===== src/shared/bss_consts.svh =====
// Constants for the branch, stack and bus cycle sequencer
`ifndef BSS_CONSTS_SVH
`define BSS_CONSTS_SVH

`define BSS_STACK_BANK 8'h00
`define BSS_VECTOR_BANK 8'h00
`define BSS_DIRECT_BANK 8'h00
`define BSS_LEN_ONE 16'h0001
`define BSS_LEN_TWO 16'h0002
`define BSS_LEN_THREE 16'h0003
`define BSS_LOCK_IDLE 1'b1
`define BSS_VPULL_IDLE 1'b1

`endif


===== src/shared/bss_pkg.sv =====
// Types shared by the branch, stack and bus cycle sequencer
package bss_pkg;

   typedef enum logic [2:0] {
      OP_SHORT_BRANCH,
      OP_LONG_RELATIVE_BRANCH,
      OP_HW_INTERRUPT,
      OP_PULL_REG,
      OP_PUSH_REG,
      OP_PUSH_EFF_ABSOLUTE,
      OP_PUSH_EFF_INDIRECT,
      OP_PUSH_EFF_RELATIVE
   } bss_op_e;

   typedef enum logic [4:0] {
      ST_IDLE, ST_OPCODE, ST_FETCH_LO, ST_FETCH_HI, ST_IO_A, ST_IO_B,
      ST_PUSH_BANK, ST_PUSH_HI, ST_PUSH_LO, ST_PUSH_STATUS,
      ST_VEC_LO, ST_VEC_HI, ST_PULL_LO, ST_PULL_HI,
      ST_PTR_LO, ST_PTR_HI, ST_NEXT
   } bss_state_e;

   typedef struct packed {
      bss_op_e op;
      logic taken;
      logic extra_cycle;
      logic native;
      logic wide;
      logic dl_nonzero;
      logic [7:0] program_bank;
      logic [15:0] pc;
      logic [15:0] sp;
      logic [15:0] dp;
      logic [15:0] reg_val;
      logic [7:0] status;
      logic [15:0] vector;
   } bss_req_s;

   typedef struct packed {
      logic [7:0] bank;
      logic [15:0] addr;
      logic [7:0] dout;
      logic read_write_n;
      logic valid_data_addr;
      logic valid_prog_addr;
      logic vector_pull_n;
      logic memory_lock_n;
   } bss_bus_s;

   typedef struct packed {
      logic [7:0] program_bank;
      logic [15:0] pc;
      logic [15:0] sp;
      logic [15:0] pulled;
   } bss_res_s;

endpackage


===== src/hw/bss_byte_pair.sv =====
// Collects two bus bytes into one 16-bit word
`timescale 1ns/1ps
module bss_byte_pair
   import bss_pkg::*;
(
   input wire logic clock,
   input wire logic rstn,
   input wire logic clear,
   input wire logic load_lo,
   input wire logic load_hi,
   input wire logic [7:0] din,
   output logic [15:0] word
);
   logic [15:0] word_ff;
   logic [15:0] nxt_word;

   always_comb begin
      nxt_word = word_ff;
      if (clear) begin
         nxt_word = 16'h0000;
      end
      if (load_lo) begin
         nxt_word[7:0] = din;
      end
      if (load_hi) begin
         nxt_word[15:8] = din;
      end
   end

   always_ff @(posedge clock or negedge rstn) begin
      if (!rstn) begin
         word_ff <= 16'h0000;
      end else begin
         word_ff <= nxt_word;
      end
   end

   assign word = word_ff;
endmodule


===== src/hw/bss_sequencer.sv =====
// Cycle sequencer for branches, interrupt entry and stack operations
`timescale 1ns/1ps
`include "bss_consts.svh"
module bss_sequencer
   import bss_pkg::*;
(
   input wire logic clock,
   input wire logic rstn,
   input wire logic start,
   input wire bss_req_s req,
   input wire logic [7:0] d_in,
   output logic ready,
   output logic done,
   output bss_bus_s bus,
   output bss_res_s result
);
   // ----------------------------------------------------------------
   // State
   // ----------------------------------------------------------------
   bss_state_e state_ff, nxt_state;
   bss_req_s req_ff, nxt_req;
   logic [15:0] sp_ff, nxt_sp;
   logic [15:0] ea_ff, nxt_ea;
   bss_res_s res_ff, nxt_res;
   logic [15:0] word;
   logic accept;
   logic [15:0] push_word;
   logic [15:0] io_off;
   logic [15:0] tgt_pc;
   logic [7:0] tgt_bank;

   assign accept = start && (state_ff == ST_IDLE);
   assign ready = (state_ff == ST_IDLE);
   assign done = (state_ff == ST_NEXT);

   bss_byte_pair u_pair (
      .clock(clock),
      .rstn(rstn),
      .clear(accept),
      .load_lo((state_ff == ST_FETCH_LO) || (state_ff == ST_PTR_LO) ||
               (state_ff == ST_VEC_LO) || (state_ff == ST_PULL_LO)),
      .load_hi((state_ff == ST_FETCH_HI) || (state_ff == ST_PTR_HI) ||
               (state_ff == ST_VEC_HI) || (state_ff == ST_PULL_HI)),
      .din(d_in),
      .word(word)
   );

   // ----------------------------------------------------------------
   // Derived addresses and data
   // ----------------------------------------------------------------
   always_comb begin
      push_word = word;
      io_off = `BSS_LEN_ONE;
      tgt_bank = req_ff.program_bank;
      tgt_pc = req_ff.pc + `BSS_LEN_ONE;
      unique case (req_ff.op)
         OP_SHORT_BRANCH: begin
            // Not-taken branches fall through to the next opcode
            tgt_pc = req_ff.pc + `BSS_LEN_TWO;
            if (req_ff.taken) begin
               tgt_pc = req_ff.pc + `BSS_LEN_TWO +
                        {{8{word[7]}}, word[7:0]};
            end
         end
         OP_LONG_RELATIVE_BRANCH: begin
            io_off = `BSS_LEN_TWO;
            tgt_pc = req_ff.pc + `BSS_LEN_THREE + word;
         end
         OP_HW_INTERRUPT: begin
            io_off = 16'h0000;
            push_word = req_ff.pc;
            tgt_bank = `BSS_VECTOR_BANK;
            tgt_pc = word;
         end
         OP_PULL_REG: begin
         end
         OP_PUSH_REG: begin
            push_word = req_ff.reg_val;
         end
         OP_PUSH_EFF_ABSOLUTE: begin
            tgt_pc = req_ff.pc + `BSS_LEN_THREE;
         end
         OP_PUSH_EFF_INDIRECT: begin
            tgt_pc = req_ff.pc + `BSS_LEN_TWO;
         end
         OP_PUSH_EFF_RELATIVE: begin
            io_off = `BSS_LEN_TWO;
            // Carry from the low sum ripples into the high byte
            push_word = req_ff.pc + `BSS_LEN_THREE + word;
            tgt_pc = req_ff.pc + `BSS_LEN_THREE;
         end
      endcase
   end

   // ----------------------------------------------------------------
   // Sequencing
   // ----------------------------------------------------------------
   always_comb begin
      nxt_state = state_ff;
      nxt_req = req_ff;
      nxt_sp = sp_ff;
      nxt_ea = ea_ff;
      nxt_res = res_ff;
      unique case (state_ff)
         ST_IDLE: begin
            if (start) begin
               nxt_req = req;
               nxt_sp = req.sp;
               nxt_state = ST_OPCODE;
            end
         end
         ST_OPCODE: begin
            nxt_state = ST_IO_A;
            if (req_ff.op inside {OP_SHORT_BRANCH, OP_LONG_RELATIVE_BRANCH,
                  OP_PUSH_EFF_ABSOLUTE, OP_PUSH_EFF_INDIRECT,
                  OP_PUSH_EFF_RELATIVE}) begin
               nxt_state = ST_FETCH_LO;
            end
         end
         ST_FETCH_LO: begin
            nxt_state = ST_FETCH_HI;
            if (req_ff.op == OP_SHORT_BRANCH) begin
               nxt_state = req_ff.taken ? ST_IO_A : ST_NEXT;
            end else if (req_ff.op == OP_PUSH_EFF_INDIRECT) begin
               nxt_ea = req_ff.dp + {8'h00, d_in};
               nxt_state = req_ff.dl_nonzero ? ST_IO_A : ST_PTR_LO;
            end
         end
         ST_FETCH_HI: begin
            nxt_state = (req_ff.op == OP_PUSH_EFF_ABSOLUTE) ?
                        ST_PUSH_HI : ST_IO_A;
         end
         ST_IO_A: begin
            unique case (req_ff.op)
               OP_SHORT_BRANCH:
                  nxt_state = req_ff.extra_cycle ? ST_IO_B : ST_NEXT;
               OP_LONG_RELATIVE_BRANCH: nxt_state = ST_NEXT;
               OP_HW_INTERRUPT:
                  nxt_state = req_ff.native ? ST_PUSH_BANK :
                              ST_PUSH_HI;
               OP_PULL_REG: nxt_state = ST_IO_B;
               OP_PUSH_REG:
                  nxt_state = req_ff.wide ? ST_PUSH_HI : ST_PUSH_LO;
               OP_PUSH_EFF_ABSOLUTE: nxt_state = ST_PUSH_HI;
               OP_PUSH_EFF_INDIRECT: nxt_state = ST_PTR_LO;
               OP_PUSH_EFF_RELATIVE: nxt_state = ST_PUSH_HI;
            endcase
         end
         ST_IO_B: begin
            nxt_state = (req_ff.op == OP_PULL_REG) ? ST_PULL_LO : ST_NEXT;
         end
         ST_PUSH_BANK, ST_PUSH_HI: begin
            nxt_sp = sp_ff - `BSS_LEN_ONE;
            nxt_state = (state_ff == ST_PUSH_BANK) ? ST_PUSH_HI : ST_PUSH_LO;
         end
         ST_PUSH_LO: begin
            nxt_sp = sp_ff - `BSS_LEN_ONE;
            nxt_state = (req_ff.op == OP_HW_INTERRUPT) ?
                        ST_PUSH_STATUS : ST_NEXT;
         end
         ST_PUSH_STATUS: begin
            nxt_sp = sp_ff - `BSS_LEN_ONE;
            nxt_state = ST_VEC_LO;
         end
         ST_VEC_LO: nxt_state = ST_VEC_HI;
         ST_VEC_HI: nxt_state = ST_NEXT;
         ST_PULL_LO: begin
            nxt_sp = sp_ff + `BSS_LEN_ONE;
            nxt_state = req_ff.wide ? ST_PULL_HI : ST_NEXT;
         end
         ST_PULL_HI: begin
            nxt_sp = sp_ff + `BSS_LEN_ONE;
            nxt_state = ST_NEXT;
         end
         ST_PTR_LO: nxt_state = ST_PTR_HI;
         ST_PTR_HI: nxt_state = ST_PUSH_HI;
         ST_NEXT: begin
            nxt_res.program_bank = tgt_bank;
            nxt_res.pc = tgt_pc;
            nxt_res.sp = sp_ff;
            nxt_res.pulled = word;
            nxt_state = ST_IDLE;
         end
      endcase
   end

   always_ff @(posedge clock or negedge rstn) begin
      if (!rstn) begin
         state_ff <= ST_IDLE;
         req_ff <= '0;
         sp_ff <= 16'h0000;
         ea_ff <= 16'h0000;
         res_ff <= '0;
      end else begin
         state_ff <= nxt_state;
         req_ff <= nxt_req;
         sp_ff <= nxt_sp;
         ea_ff <= nxt_ea;
         res_ff <= nxt_res;
      end
   end

   assign result = res_ff;

   // ----------------------------------------------------------------
   // Bus cycle decode
   // ----------------------------------------------------------------
   always_comb begin
      bus.bank = req_ff.program_bank;
      bus.addr = req_ff.pc + io_off;
      bus.dout = 8'h00;
      bus.read_write_n = 1'b1;
      bus.valid_data_addr = 1'b0;
      bus.valid_prog_addr = 1'b0;
      bus.vector_pull_n = `BSS_VPULL_IDLE;
      // Lock never asserts: none of these sequences is read-modify-write
      bus.memory_lock_n = `BSS_LOCK_IDLE;
      unique case (state_ff)
         ST_IDLE: begin
            bus.bank = 8'h00;
            bus.addr = 16'h0000;
         end
         ST_OPCODE: begin
            bus.addr = req_ff.pc;
            bus.valid_data_addr = 1'b1;
            bus.valid_prog_addr = 1'b1;
         end
         ST_FETCH_LO, ST_FETCH_HI: begin
            bus.addr = req_ff.pc + ((state_ff == ST_FETCH_LO) ?
                       `BSS_LEN_ONE : `BSS_LEN_TWO);
            bus.valid_prog_addr = 1'b1;
         end
         ST_IO_A, ST_IO_B: begin
         end
         ST_PUSH_BANK, ST_PUSH_HI, ST_PUSH_LO, ST_PUSH_STATUS: begin
            bus.bank = `BSS_STACK_BANK;
            bus.addr = sp_ff;
            bus.read_write_n = 1'b0;
            bus.valid_data_addr = 1'b1;
            unique case (state_ff)
               ST_PUSH_BANK: bus.dout = req_ff.program_bank;
               ST_PUSH_HI: bus.dout = push_word[15:8];
               ST_PUSH_LO: bus.dout = push_word[7:0];
               default: bus.dout = req_ff.status;
            endcase
         end
         ST_VEC_LO, ST_VEC_HI: begin
            bus.bank = `BSS_VECTOR_BANK;
            bus.addr = req_ff.vector + ((state_ff == ST_VEC_LO) ?
                       16'h0000 : `BSS_LEN_ONE);
            bus.valid_data_addr = 1'b1;
            bus.vector_pull_n = 1'b0;
         end
         ST_PULL_LO, ST_PULL_HI: begin
            bus.bank = `BSS_STACK_BANK;
            bus.addr = sp_ff + `BSS_LEN_ONE;
            bus.valid_data_addr = 1'b1;
         end
         ST_PTR_LO, ST_PTR_HI: begin
            bus.bank = `BSS_DIRECT_BANK;
            bus.addr = ea_ff + ((state_ff == ST_PTR_LO) ?
                       16'h0000 : `BSS_LEN_ONE);
            bus.valid_data_addr = 1'b1;
         end
         ST_NEXT: begin
            bus.bank = tgt_bank;
            bus.addr = tgt_pc;
            bus.valid_data_addr = 1'b1;
            bus.valid_prog_addr = 1'b1;
         end
      endcase
   end

   // ----------------------------------------------------------------
   // Checks
   // ----------------------------------------------------------------
   lock_never_low_a: assert property (
      @(posedge clock) disable iff (!rstn) bus.memory_lock_n == 1'b1)
      else $error("memory lock asserted");

   next_fetch_qual_a: assert property (
      @(posedge clock) disable iff (!rstn)
      done |-> bus.valid_data_addr && bus.valid_prog_addr &&
               bus.read_write_n)
      else $error("opcode fetch qualifiers wrong");

   short_not_taken_a: assert property (
      @(posedge clock) disable iff (!rstn)
      accept && req.op == OP_SHORT_BRANCH && !req.taken |->
      ##3 (done && bus.addr == req_ff.pc + 16'h0002))
      else $error("untaken branch length or target wrong");

   offset_fetch_a: assert property (
      @(posedge clock) disable iff (!rstn)
      state_ff == ST_FETCH_LO |-> bus.valid_prog_addr &&
      !bus.valid_data_addr && bus.read_write_n &&
      bus.addr == req_ff.pc + 16'h0001)
      else $error("offset fetch cycle wrong");

   long_branch_len_a: assert property (
      @(posedge clock) disable iff (!rstn)
      accept && req.op == OP_LONG_RELATIVE_BRANCH |->
      ##4 (!done && !bus.valid_prog_addr) ##1 done)
      else $error("long branch length wrong");

   int_entry_len_a: assert property (
      @(posedge clock) disable iff (!rstn)
      accept && req.op == OP_HW_INTERRUPT && req.native |->
      ##2 (!bus.valid_data_addr && !bus.valid_prog_addr) ##7 done)
      else $error("interrupt entry length wrong");

   int_entry_emu_a: assert property (
      @(posedge clock) disable iff (!rstn)
      accept && req.op == OP_HW_INTERRUPT && !req.native |->
      ##2 (!bus.valid_data_addr && !bus.valid_prog_addr) ##6 done)
      else $error("emulation interrupt length wrong");

   int_bank_push_a: assert property (
      @(posedge clock) disable iff (!rstn)
      state_ff == ST_PUSH_BANK |-> req_ff.native &&
      bus.addr == req_ff.sp && bus.dout == req_ff.program_bank)
      else $error("bank push wrong");

   stack_write_a: assert property (
      @(posedge clock) disable iff (!rstn)
      !bus.read_write_n && $past(!bus.read_write_n) |->
      bus.bank == 8'h00 && bus.addr == $past(bus.addr) - 16'h0001)
      else $error("stack writes not descending in bank zero");

   vector_pull_a: assert property (
      @(posedge clock) disable iff (!rstn)
      state_ff == ST_VEC_LO |-> !bus.vector_pull_n && bus.read_write_n
      ##1 !bus.vector_pull_n && bus.addr == $past(bus.addr) + 16'h0001
      ##1 done && bus.vector_pull_n)
      else $error("vector pull sequence wrong");

   pull_wide_a: assert property (
      @(posedge clock) disable iff (!rstn)
      accept && req.op == OP_PULL_REG && req.wide |->
      ##4 (bus.addr == req_ff.sp + 16'h0001) ##1
      (bus.addr == req_ff.sp + 16'h0002) ##1 done)
      else $error("pull sequence wrong");

   push_abs_len_a: assert property (
      @(posedge clock) disable iff (!rstn)
      accept && req.op == OP_PUSH_EFF_ABSOLUTE |->
      ##4 (!bus.read_write_n && bus.addr == req_ff.sp) ##2 done)
      else $error("absolute push sequence wrong");

   ptr_read_a: assert property (
      @(posedge clock) disable iff (!rstn)
      state_ff == ST_PTR_HI |-> bus.addr == $past(bus.addr) + 16'h0001)
      else $error("pointer reads not consecutive");

   push_rel_len_a: assert property (
      @(posedge clock) disable iff (!rstn)
      accept && req.op == OP_PUSH_EFF_RELATIVE |-> ##7 done)
      else $error("relative push length wrong");

   push_reg_a: assert property (
      @(posedge clock) disable iff (!rstn)
      state_ff == ST_PUSH_HI && req_ff.op == OP_PUSH_REG |->
      ##1 (state_ff == ST_PUSH_LO && bus.dout == req_ff.reg_val[7:0]))
      else $error("register push order wrong");
endmodule


===== config.mk =====
export PLATFORM = sky130hd
export DESIGN_NAME = bss_sequencer
export DESIGN_NICKNAME = d
export VERILOG_FILES = /design/src/shared/bss_pkg.sv /design/src/hw/bss_byte_pair.sv /design/src/hw/bss_sequencer.sv
export VERILOG_INCLUDE_DIRS = /design/src /design/src/shared
export SDC_FILE = /design/constraint.sdc
export NUM_CORES = 1
export LEC_CHECK = 0
export BUFFER_PORTS_ARGS = -buffer_cell sky130_fd_sc_hd__buf_4
export CORE_AREA = 5 5 220 222
export DETAILED_ROUTE_END_ITERATION = 10
export DIE_AREA = 0 0 225 227
export PLACE_DENSITY_LB_ADDON = 0.2
export SYNTH_ARGS = -nofsm -noshare
export SYNTH_HDL_FRONTEND = slang
export SYNTH_SLANG_ARGS = --single-unit

===== constraint.sdc =====
create_clock -name clock -period 5.7 [get_ports clock]
set_input_delay 1.14 -clock clock [delete_from_list [all_inputs] [get_ports clock]]
set_output_delay 1.14 -clock clock [all_outputs]
set_load 0.05 [all_outputs]

==> Word-level counts from Yosys, hierarchy flattened <==
Index checks and enable logic that the tools add are counted.
{ "op_classes": {"n_addsub": 12, "reduce_logical": 28, "bitwise_logic": 1, "n_mux": 36, "eq_ne": 24} }
{ "op_table": {"columns": ["cell", "n"], "rows": [
  ["$pmux 16 s8", 1],
  ["$pmux 16 s3", 2],
  ["$pmux 16 s5", 1],
  ["$pmux 5 s15", 1],
  ["$add 16x16->16", 3],
  ["$mux 16", 3],
  ["$eq 5x4->1 const B", 8],
  ["$mux 5", 7],
  ["$pmux 5 s7", 1],
  ["$add 16x1->16", 2],
  ["$add 16x1->16 const B", 2],
  ["$add 16x2->16 const B", 2],
  ["$mux 8", 3],
  ["$pmux 8 s3", 1],
  ["$eq 5x3->1 const B", 4],
  ["$add 16x2->16", 1],
  ["$add 16x8->16", 1],
  ["$mux 4", 4],
  ["$pmux 8 s2", 1],
  ["$reduce_or 2->1", 8],
  ["$sub 16x1->16 const B", 1],
  ["$eq 3x3->1 const B", 4],
  ["$reduce_or 12->1", 1],
  ["$reduce_or 11->1", 1],
  ["other kinds (22)", 38]
]} }
{ "word_totals": {"output_inout_bits": 95, "reg_bits": 197, "in_bits": 115, "elab_cells": 122} }

==> Logic depth before layout (Yosys ltp) <==
Gate-level depths: netlist of run 1.
{ "depth": {"ltp_word": 5, "depth_mapped": 16} }

==> Hierarchy <==
A second synthesis of run 1 with hierarchy kept.
{ "unflattened": {"cells_unflattened": 1700, "area_unflattened_um2": 14627.8} }
{ "by_module_without_submodules": {"columns": ["mod", "area_per_inst_um2", "n_inst", "cells_each", "seq_area_each_um2"], "rows": [
  ["bss_sequencer", 14034.7, 1, 1664, 4529.3],
  ["bss_byte_pair", 593.1, 1, 36, 400.4]
]} }

==> Worst setup path before layout of run 1 <==
No wires, ideal clock.
{ "synth_timing": {"kind": "register to output", "startpoint": "reg req_ff[73] (netlist bit)", "endpoint": "out bus[11] (netlist bit)", "path_buffers": 0, "stages_incl_launch_ff": 15, "t_arrival_ps": 4015, "required_ps": 4560, "setup_slack_ps": 545, "path_cell_list": "dfrtp_1 -> inv_1 -> ha_1 -> nand3b_1 -> o31a_1 -> or2_2 -> ha_1 -> nand2_1 -> nor2_1 -> a211oi_1 -> o21ai_1 -> a21oi_1 -> o21bai_1 -> xnor2_1 -> o21ai_0"} }
{ "synth_lines": {"columns": ["element", "line_no", "source"], "rows": [
  ["start: declaration", "bss_sequencer.sv:21", "bss_req_s req_ff, nxt_req;"],
  ["start signal: assignment", "bss_sequencer.sv:196", "req_ff <= nxt_req;"],
  ["end: declaration", "bss_sequencer.sv:14", "output bss_bus_s bus,"]
]} }

==> results of run 1 <==
## cells in the final DEF (no fill, tap or decap), types with 34 or more instances in the layout
| cell type | synthesis | routed |
|---|---|---|
| nand2_1 | 279 | 279 |
| nor2_1 | 129 | 125 |
| dfrtp_1 | 197 | 191 |
| xor2_1 | 55 | 54 |
| buf_4 | 4 | 266 |
| nand3_1 | 59 | 57 |
| ha_1 | 53 | 52 |
| inv_1 | 34 | 34 |
| a21oi_1 | 87 | 85 |
| nor3_1 | 39 | 39 |
| mux2_2 | 92 | 92 |
| xnor2_1 | 67 | 64 |
| o21ai_0 | 113 | 111 |
## area by class of cell
type	count	area, µm²
fill	4813	29040
multi-input combinational	1328	8662
sequential	197	4940
timing repair buffer	268	2031
tap	607	759.5
clock buffer	17	425.4
clock inverter	15	161.4
inverter	37	138.9
## sequential cells by signal, summed over array words and instances, names as in the netlist
signal,flops
state_ff,5
result,56
sp_ff,16
u_pair.word,16
ea_ff,16
req_ff,88
## kinds of logic after synthesis
group                      Yosys count
AOI/OAI and AO/OA                  422
xor gates and xnor gates           123
adders and majority gates           57
buffers and inverters              145
DFF                                197
muxes                               93
other                                1
and+or+nand+nor                    632
## synth_stat cells, drive strengths merged, types with 5 or more instances
cell type | count | area, µm²
nand2 | 281 | 1060
dfrtp | 197 | 4930
nor2 | 129 | 484.2
o21ai | 115 | 575.6
mux2 | 92 | 1036
a21oi | 88 | 444.2
clkbuf | 69 | 259.0
xnor2 | 68 | 603.1
nand3 | 59 | 295.3
xor2 | 55 | 481.7
ha | 53 | 663.1
nor3 | 40 | 205.2
buf | 39 | 222.7
inv | 35 | 131.4
a221oi | 26 | 234.0
o22ai | 24 | 150.1
a211oi | 18 | 135.1
a21o | 18 | 135.1
a22oi | 17 | 127.6
nand4 | 17 | 112.6
o211ai | 16 | 120.1
and2 | 15 | 93.84
and3 | 15 | 93.84
nand2b | 15 | 93.84
or3 | 14 | 92.59
nor2b | 12 | 75.07
o221ai | 12 | 105.1
nor4 | 11 | 90.08
a31oi | 10 | 62.56
o21a | 9 | 67.56
and4 | 8 | 70.07
a221o | 6 | 60.06
nor3b | 6 | 50.05
o2111ai | 6 | 52.55
a2111oi | 5 | 43.79
o31ai | 5 | 37.54
or2 | 5 | 31.28
## what timing repair did
item	4_1_cts	5_1_grt
pin swaps	2	4
hold endpoints to repair	0	0
setup endpoints to repair	8	7
buffers inserted	4	3
cloned	0	0
resized for setup	14	13
## stage by stage
| step | setup WS (ps) | util | TNS, ps |
|---|---|---|---|
| detailed placement | 7.914 | 0.3548 | 0 |
| CTS | 13.71 | 0.3691 | 0 |
| finish | 172.9 | 0.3708 | 0 |
| global placement | -26.03 | 0.3548 | -26.03 |
| global route | 16.75 | 0.3708 | 0 |
| floorplan | 545.0 | - | 0 |
## worst register-to-register path, cell delays in order (launching register included)
cell and delay (ps):
dfrtp_2 440, buf_4 230, and3_1 220, nand3_2 160, nor2_2 200, xor2_1 220
ha_1 310, nand2_1 130, o21ai_0 170, or3_1 360, o21ai_1 280, o211ai_1 270
o31ai_4 400, buf_4 180, nand2_1 50
## layer usage
metal,global-route usage,vias to the layer above,routed length (µm)
met1,0.3203,6738,26300
met3,0.04526,70,4558
met2,0.3551,574,26720
li1,-,6371,-
met5,0,-,0
met4,0.06737,0,1511
## worst paths after layout
kind	startpoint	end	slack [ps]	cells past startpoint
worst max-delay path	req_ff[73]$_DFFE_PN0P_	bus[25]	170	15
worst max register to register	req_ff[75]$_DFFE_PN0P_	result[47]$_DFFE_PN0P_	1970	14
min in group asynchronous	rstn	req_ff[103]$_DFFE_PN0P_	720	1
worst min-delay path	result[52]$_DFFE_PN0P_	result[52]$_DFFE_PN0P_	470	2
worst min register to register	result[52]$_DFFE_PN0P_	result[52]$_DFFE_PN0P_	470	2
max in group asynchronous	rstn	req_ff[83]$_DFFE_PN0P_	3880	2
==> flow_metrics.tcl, run 1 <==
set metrics [dict create \
    core_area_um2 46160 \
    globalRoute.totalOverflow 0 \
    ioPinCount 210 \
    run_status "finished clean" \
    worstSetupEndpointType "output port" \
    grt_pass1_vias 13390 \
    globalplace.congestion 0.9722 \
    async_reset_ff_frac 1.000 \
    crit_buf_inv 2 \
    die_width_um 225 \
    start_util 0.3055 \
    avgViaCountPerCell 5.570 \
    number_of_enable_type_register_cells_in_the_synthesized_netlist 0 \
    yosys_register_bits 197 \
    final_min_period_over_clock_period 0.9697 \
    grt_pass1_wl_um 87530 \
    final_net_count 2021 \
    max_slew_margin 0.2865 \
    num_vias 13750 \
    die-height_um 227 \
    design.die.area_um2 51080 \
    grt_max_degree 105 \
    syn-mean-instance-area_um2 8.443 \
    row_count 79 \
    worst_path_cell_trace "buf_4 -> ha_1 -> a21oi_1 -> nor2_1 -> xor2_2 -> ha_1 -> o211ai_1 -> a21oi_1 -> o2111ai_1 -> o21ai_1 -> xnor2_2 -> a221oi_1 -> a221oi_2 -> o32a_1 -> buf_4" \
    hold_buffers 0 \
    setup_viol 0 \
    tritoncts "yes" \
    fin_skew_ps 20.12 \
    diodes_inserted 0 \
    relative_area_change_from_synthesis_to_final_layout_pct 21.40 \
    cpLargestDelayFamily "compound AO/OA/AOI/OAI gates" \
    maxClockFrequency_ghz 0.1809 \
    wl_cell_um 23.93 \
    clock_pin_transition_on_the_worst_setup_and_hold_timing_paths_ps 80 \
    dr.pass1.iters 6 \
    rsz0062_at_grt "no" \
    ys_seq_area_frac 0.3496 \
    cap_violations 0 \
    ctsHtreeMaxLevel 4 \
    timing.critical_path.slowest_stage_cell "o32a_1" \
    placement.io_buffers 208 \
    synth_top_family_by_area "simple AND/OR/NAND/NOR gates" \
    post_route_cells_drive_above_1_share 0.2352 \
    synth-warning-count 0 \
    layoutNonFillerInstCount 2469 \
    drc 0 \
    cell_area_synth_um2 14100 \
    worst_setup_path_start_kind "flip-flop" \
    finalWirelength_um 59090 \
    synthAdderAreaFrac 0.05271 \
    postPlaceCellArea_um2 16380 \
    root_buffer "clkbuf_16" \
    class_of_the_worst_hold_path "flip-flop to flip-flop" \
    worst-endpoint-required_ps 4560 \
    netlist-cell-type-count 78 \
    worst_skew_late_latency_ps 480 \
    synth.net_count 1842 \
    drt_iter0_drc 1210 \
    worst-slew-pin-transition_ps 1066 \
    layout.cell_area.non_filler_um2 17120 \
    timing_hold_violations_final 0 \
    post_synth_mux_area_share 0.07419 \
    synth_simple_gate_area_frac 0.2046 \
    compound_gate_portion_of_the_synthesized_area 0.1976 \
    synth_xor_area_frac 0.07694 \
    ctsLongestPathBuffers 2 \
    dp_cells 2430 \
    arrival_ps 4390 \
    peak_per_stage_delay_on_the_critical_path_ps 450 \
    slew_viol_final 0 \
    fin_crit_ps 5527 \
    worstSetupPathType "flip-flop to output port" \
    grt_use_total 0.2272 \
    synth_flop_cell "dfrtp_1" \
    hpwlAfterDp_um 46000 \
    hold-worst-slack_ps 470.4 \
    synthesis.instances 1670 \
    cts_inserted_buffers 17 \
    clkSinkCount 197 \
    grt_antenna_before_repair 1 \
    final_antenna_net_count 0 \
    path_max_fanout 4 \
]
Power of run 1 is left out: the tool's default activity adds up to more than one toggle a clock period on the data nets, which glitch-free logic cannot reach.
==> run 2: changes to the inputs <==
CORE_AREA = 5 5 174 176   (was 5 5 220 222)
DIE_AREA = 0 0 179 181   (was 0 0 225 227)
==> run 2 against run 1 <==
Net effect: clock-buffer cell count grew 2; utilization grew 22 points; critical path depth is the same; final cell count shrank 9.0%; setup slack lost 47 ps; hold slack gained 6.8 ps; first-iteration DRC count grew 38%; register-to-register slack lost 130 ps; sequential share of layout area grew 0.54 points; clock skew shrank 5.7 ps; critical endpoint unchanged.
==> flow_metrics.tcl, run 2 (synthesis gave the netlist of run 1 again) <==
set metrics [dict create \
    run_status "finished clean" \
    setup_viol 0 \
    hold_buffers 0 \
    start_util 0.4953 \
    critical_path.startpoint "req_ff[73]$_DFFE_PN0P_" \
    worst-endpoint-required_ps 4560 \
    post-route-util 0.5898 \
    die_width_um 179 \
    grt_pass1_vias 13400 \
    layout_commonest_cell "nand2_1" \
    crit_buf_inv 2 \
    fin_skew_ps 14.43 \
    fin_crit_ps 5574 \
    arrival_ps 4430 \
    largest_register_ffs 88 \
    core_area_um2 28470 \
    r2r_cells 15 \
    slew_viol_final 0 \
    grt_antenna_before_repair 2 \
    grt_max_degree 104 \
    relative_area_change_from_synthesis_to_final_layout_pct 19.09 \
    ctsLongestPathBuffers 2 \
    hpwlAfterDp_um 42350 \
    final_min_period_over_clock_period 0.9780 \
    globalRoute.totalOverflow 0 \
    post_route_cells_drive_above_1_share 0.2293 \
    max_slew_margin 0.2779 \
    worstSetupEndpointType "output port" \
    drt_iter0_drc 1668 \
    worstSetupPathType "flip-flop to output port" \
    postPlaceCellArea_um2 16120 \
    row_count 62 \
    clkSinkCount 197 \
    clock_pin_transition_on_the_worst_setup_and_hold_timing_paths_ps 80 \
    critPathCapture "bus[25]" \
    path_max_fanout 6 \
    worst_path_cell_trace "inv_1 -> ha_1 -> nand3b_1 -> o31a_1 -> or2_2 -> ha_1 -> nand2_1 -> nor2_1 -> a211oi_1 -> o21ai_1 -> xnor2_2 -> a221oi_1 -> a221oi_2 -> o32a_1 -> buf_4" \
    peak_per_stage_delay_on_the_critical_path_ps 420 \
    finalWirelength_um 55270 \
    layout.cell_area.non_filler_um2 16790 \
    rsz0062_at_grt "yes" \
    reg2reg_setup_slack_ps 1840 \
    maxClockFrequency_ghz 0.1794 \
    dr.pass1.iters 6 \
    ioPinCount 210 \
    layout_common_cells "nand2_1, buf_4, dfrtp_1" \
    critical_path_cell_count 15 \
    worst_skew_late_latency_ps 450 \
    cpLargestDelayFamily "compound AO/OA/AOI/OAI gates" \
    wl_cell_um 24.61 \
    final_net_count 2021 \
    r2r_start "req_ff[73]$_DFFE_PN0P_" \
    timing.critical_path.slowest_stage_cell "dfrtp_2" \
    diodes_inserted 0 \
    layout.area.seq_um2 4936 \
    root_buffer "clkbuf_16" \
    largest-register "req_ff" \
    final_antenna_net_count 0 \
    num_vias 13990 \
    cts_inserted_buffers 17 \
    tritoncts "yes" \
    critPathMostFrequentCell "ha_1" \
    worst-slew-pin-transition_ps 1079 \
    grt_use_total 0.3361 \
    ctsHtreeMaxLevel 4 \
    worst_setup_path_start_kind "flip-flop" \
    drc 0 \
    grt_pass1_wl_um 83030 \
    timing_hold_violations_final 0 \
    multiInputGateArea_um2 8623 \
    die-height_um 181 \
    cap_violations 0 \
    avgViaCountPerCell 6.230 \
    globalplace.congestion 1.012 \
    design.die.area_um2 32400 \
    r2r-end "result[47]$_DFFE_PN0P_" \
    placement.io_buffers 208 \
    filler_cell_count 2620 \
    class_of_the_worst_hold_path "flip-flop to flip-flop" \
]
run 2: tightest hold or removal path: cells and delay by family, from the launching register on:
| family | cells | cell delay [ps] |
|---|---|---|
| and+or+nand+nor | 2 | 100 |
| DFF | 1 | 350 |
run 2: worst min-delay path by stage:
stage,cells past startpoint,start,end,slack [ps]
after floorplan,2,ea_ff[15]$_DFFE_PN0P_,ea_ff[15]$_DFFE_PN0P_,470
after global placement,2,result[50]$_DFFE_PN0P_,result[50]$_DFFE_PN0P_,460
after detailed placement,2,result[49]$_DFFE_PN0P_,result[49]$_DFFE_PN0P_,460
after CTS,2,result[51]$_DFFE_PN0P_,result[51]$_DFFE_PN0P_,480
after global routing,2,result[26]$_DFFE_PN0P_,result[26]$_DFFE_PN0P_,500
final,2,result[51]$_DFFE_PN0P_,result[51]$_DFFE_PN0P_,480
run 2: cell type report:
| cell class | count | share of cell area |
|---|---|---|
| clock buffer | 19 | 0.02638 |
| multi-input combinational | 1328 | 0.5136 |
| timing repair buffer | 268 | 0.1202 |
| tap | 384 | 0.02861 |
| clock inverter | 13 | 0.009016 |
| inverter | 37 | 0.008271 |
| sequential | 197 | 0.2940 |
run 2: through the flow:
| stage | setup TNS [ps] | setup slack [ps] | hold slack, ps | instances |
|---|---|---|---|---|
| after floorplan | 0 | 545.0 | 469.2 | 1670 |
| after global placement | 0 | 354.4 | 455.4 | 2211 |
| after detailed placement | 0 | 324.3 | 456.4 | 2211 |
| after CTS | 0 | 26.26 | 478.6 | 2243 |
| after global routing | -100.5 | -68.07 | 498.6 | 2246 |
| final | 0 | 125.6 | 477.2 | 2246 |
run 2: timing repair:
item                                    4_1_cts  5_1_grt
endpoints found under the hold margin         0        0
endpoints found under the setup margin        8        9
gates resized for setup                       5       10
pin swaps                                     0        0
setup buffers                                 0        3
run 2: metal layers:
metal | part of all wire | vias up | global-route usage
met5 | 0.00045 | - | 0
met4 | 0.033 | 4 | 0.09794
met3 | 0.10 | 108 | 0.07504
met2 | 0.44 | 711 | 0.5122
met1 | 0.42 | 6803 | 0.4793
li1 | - | 6367 | -
Power of run 2 is left out for the same reason.
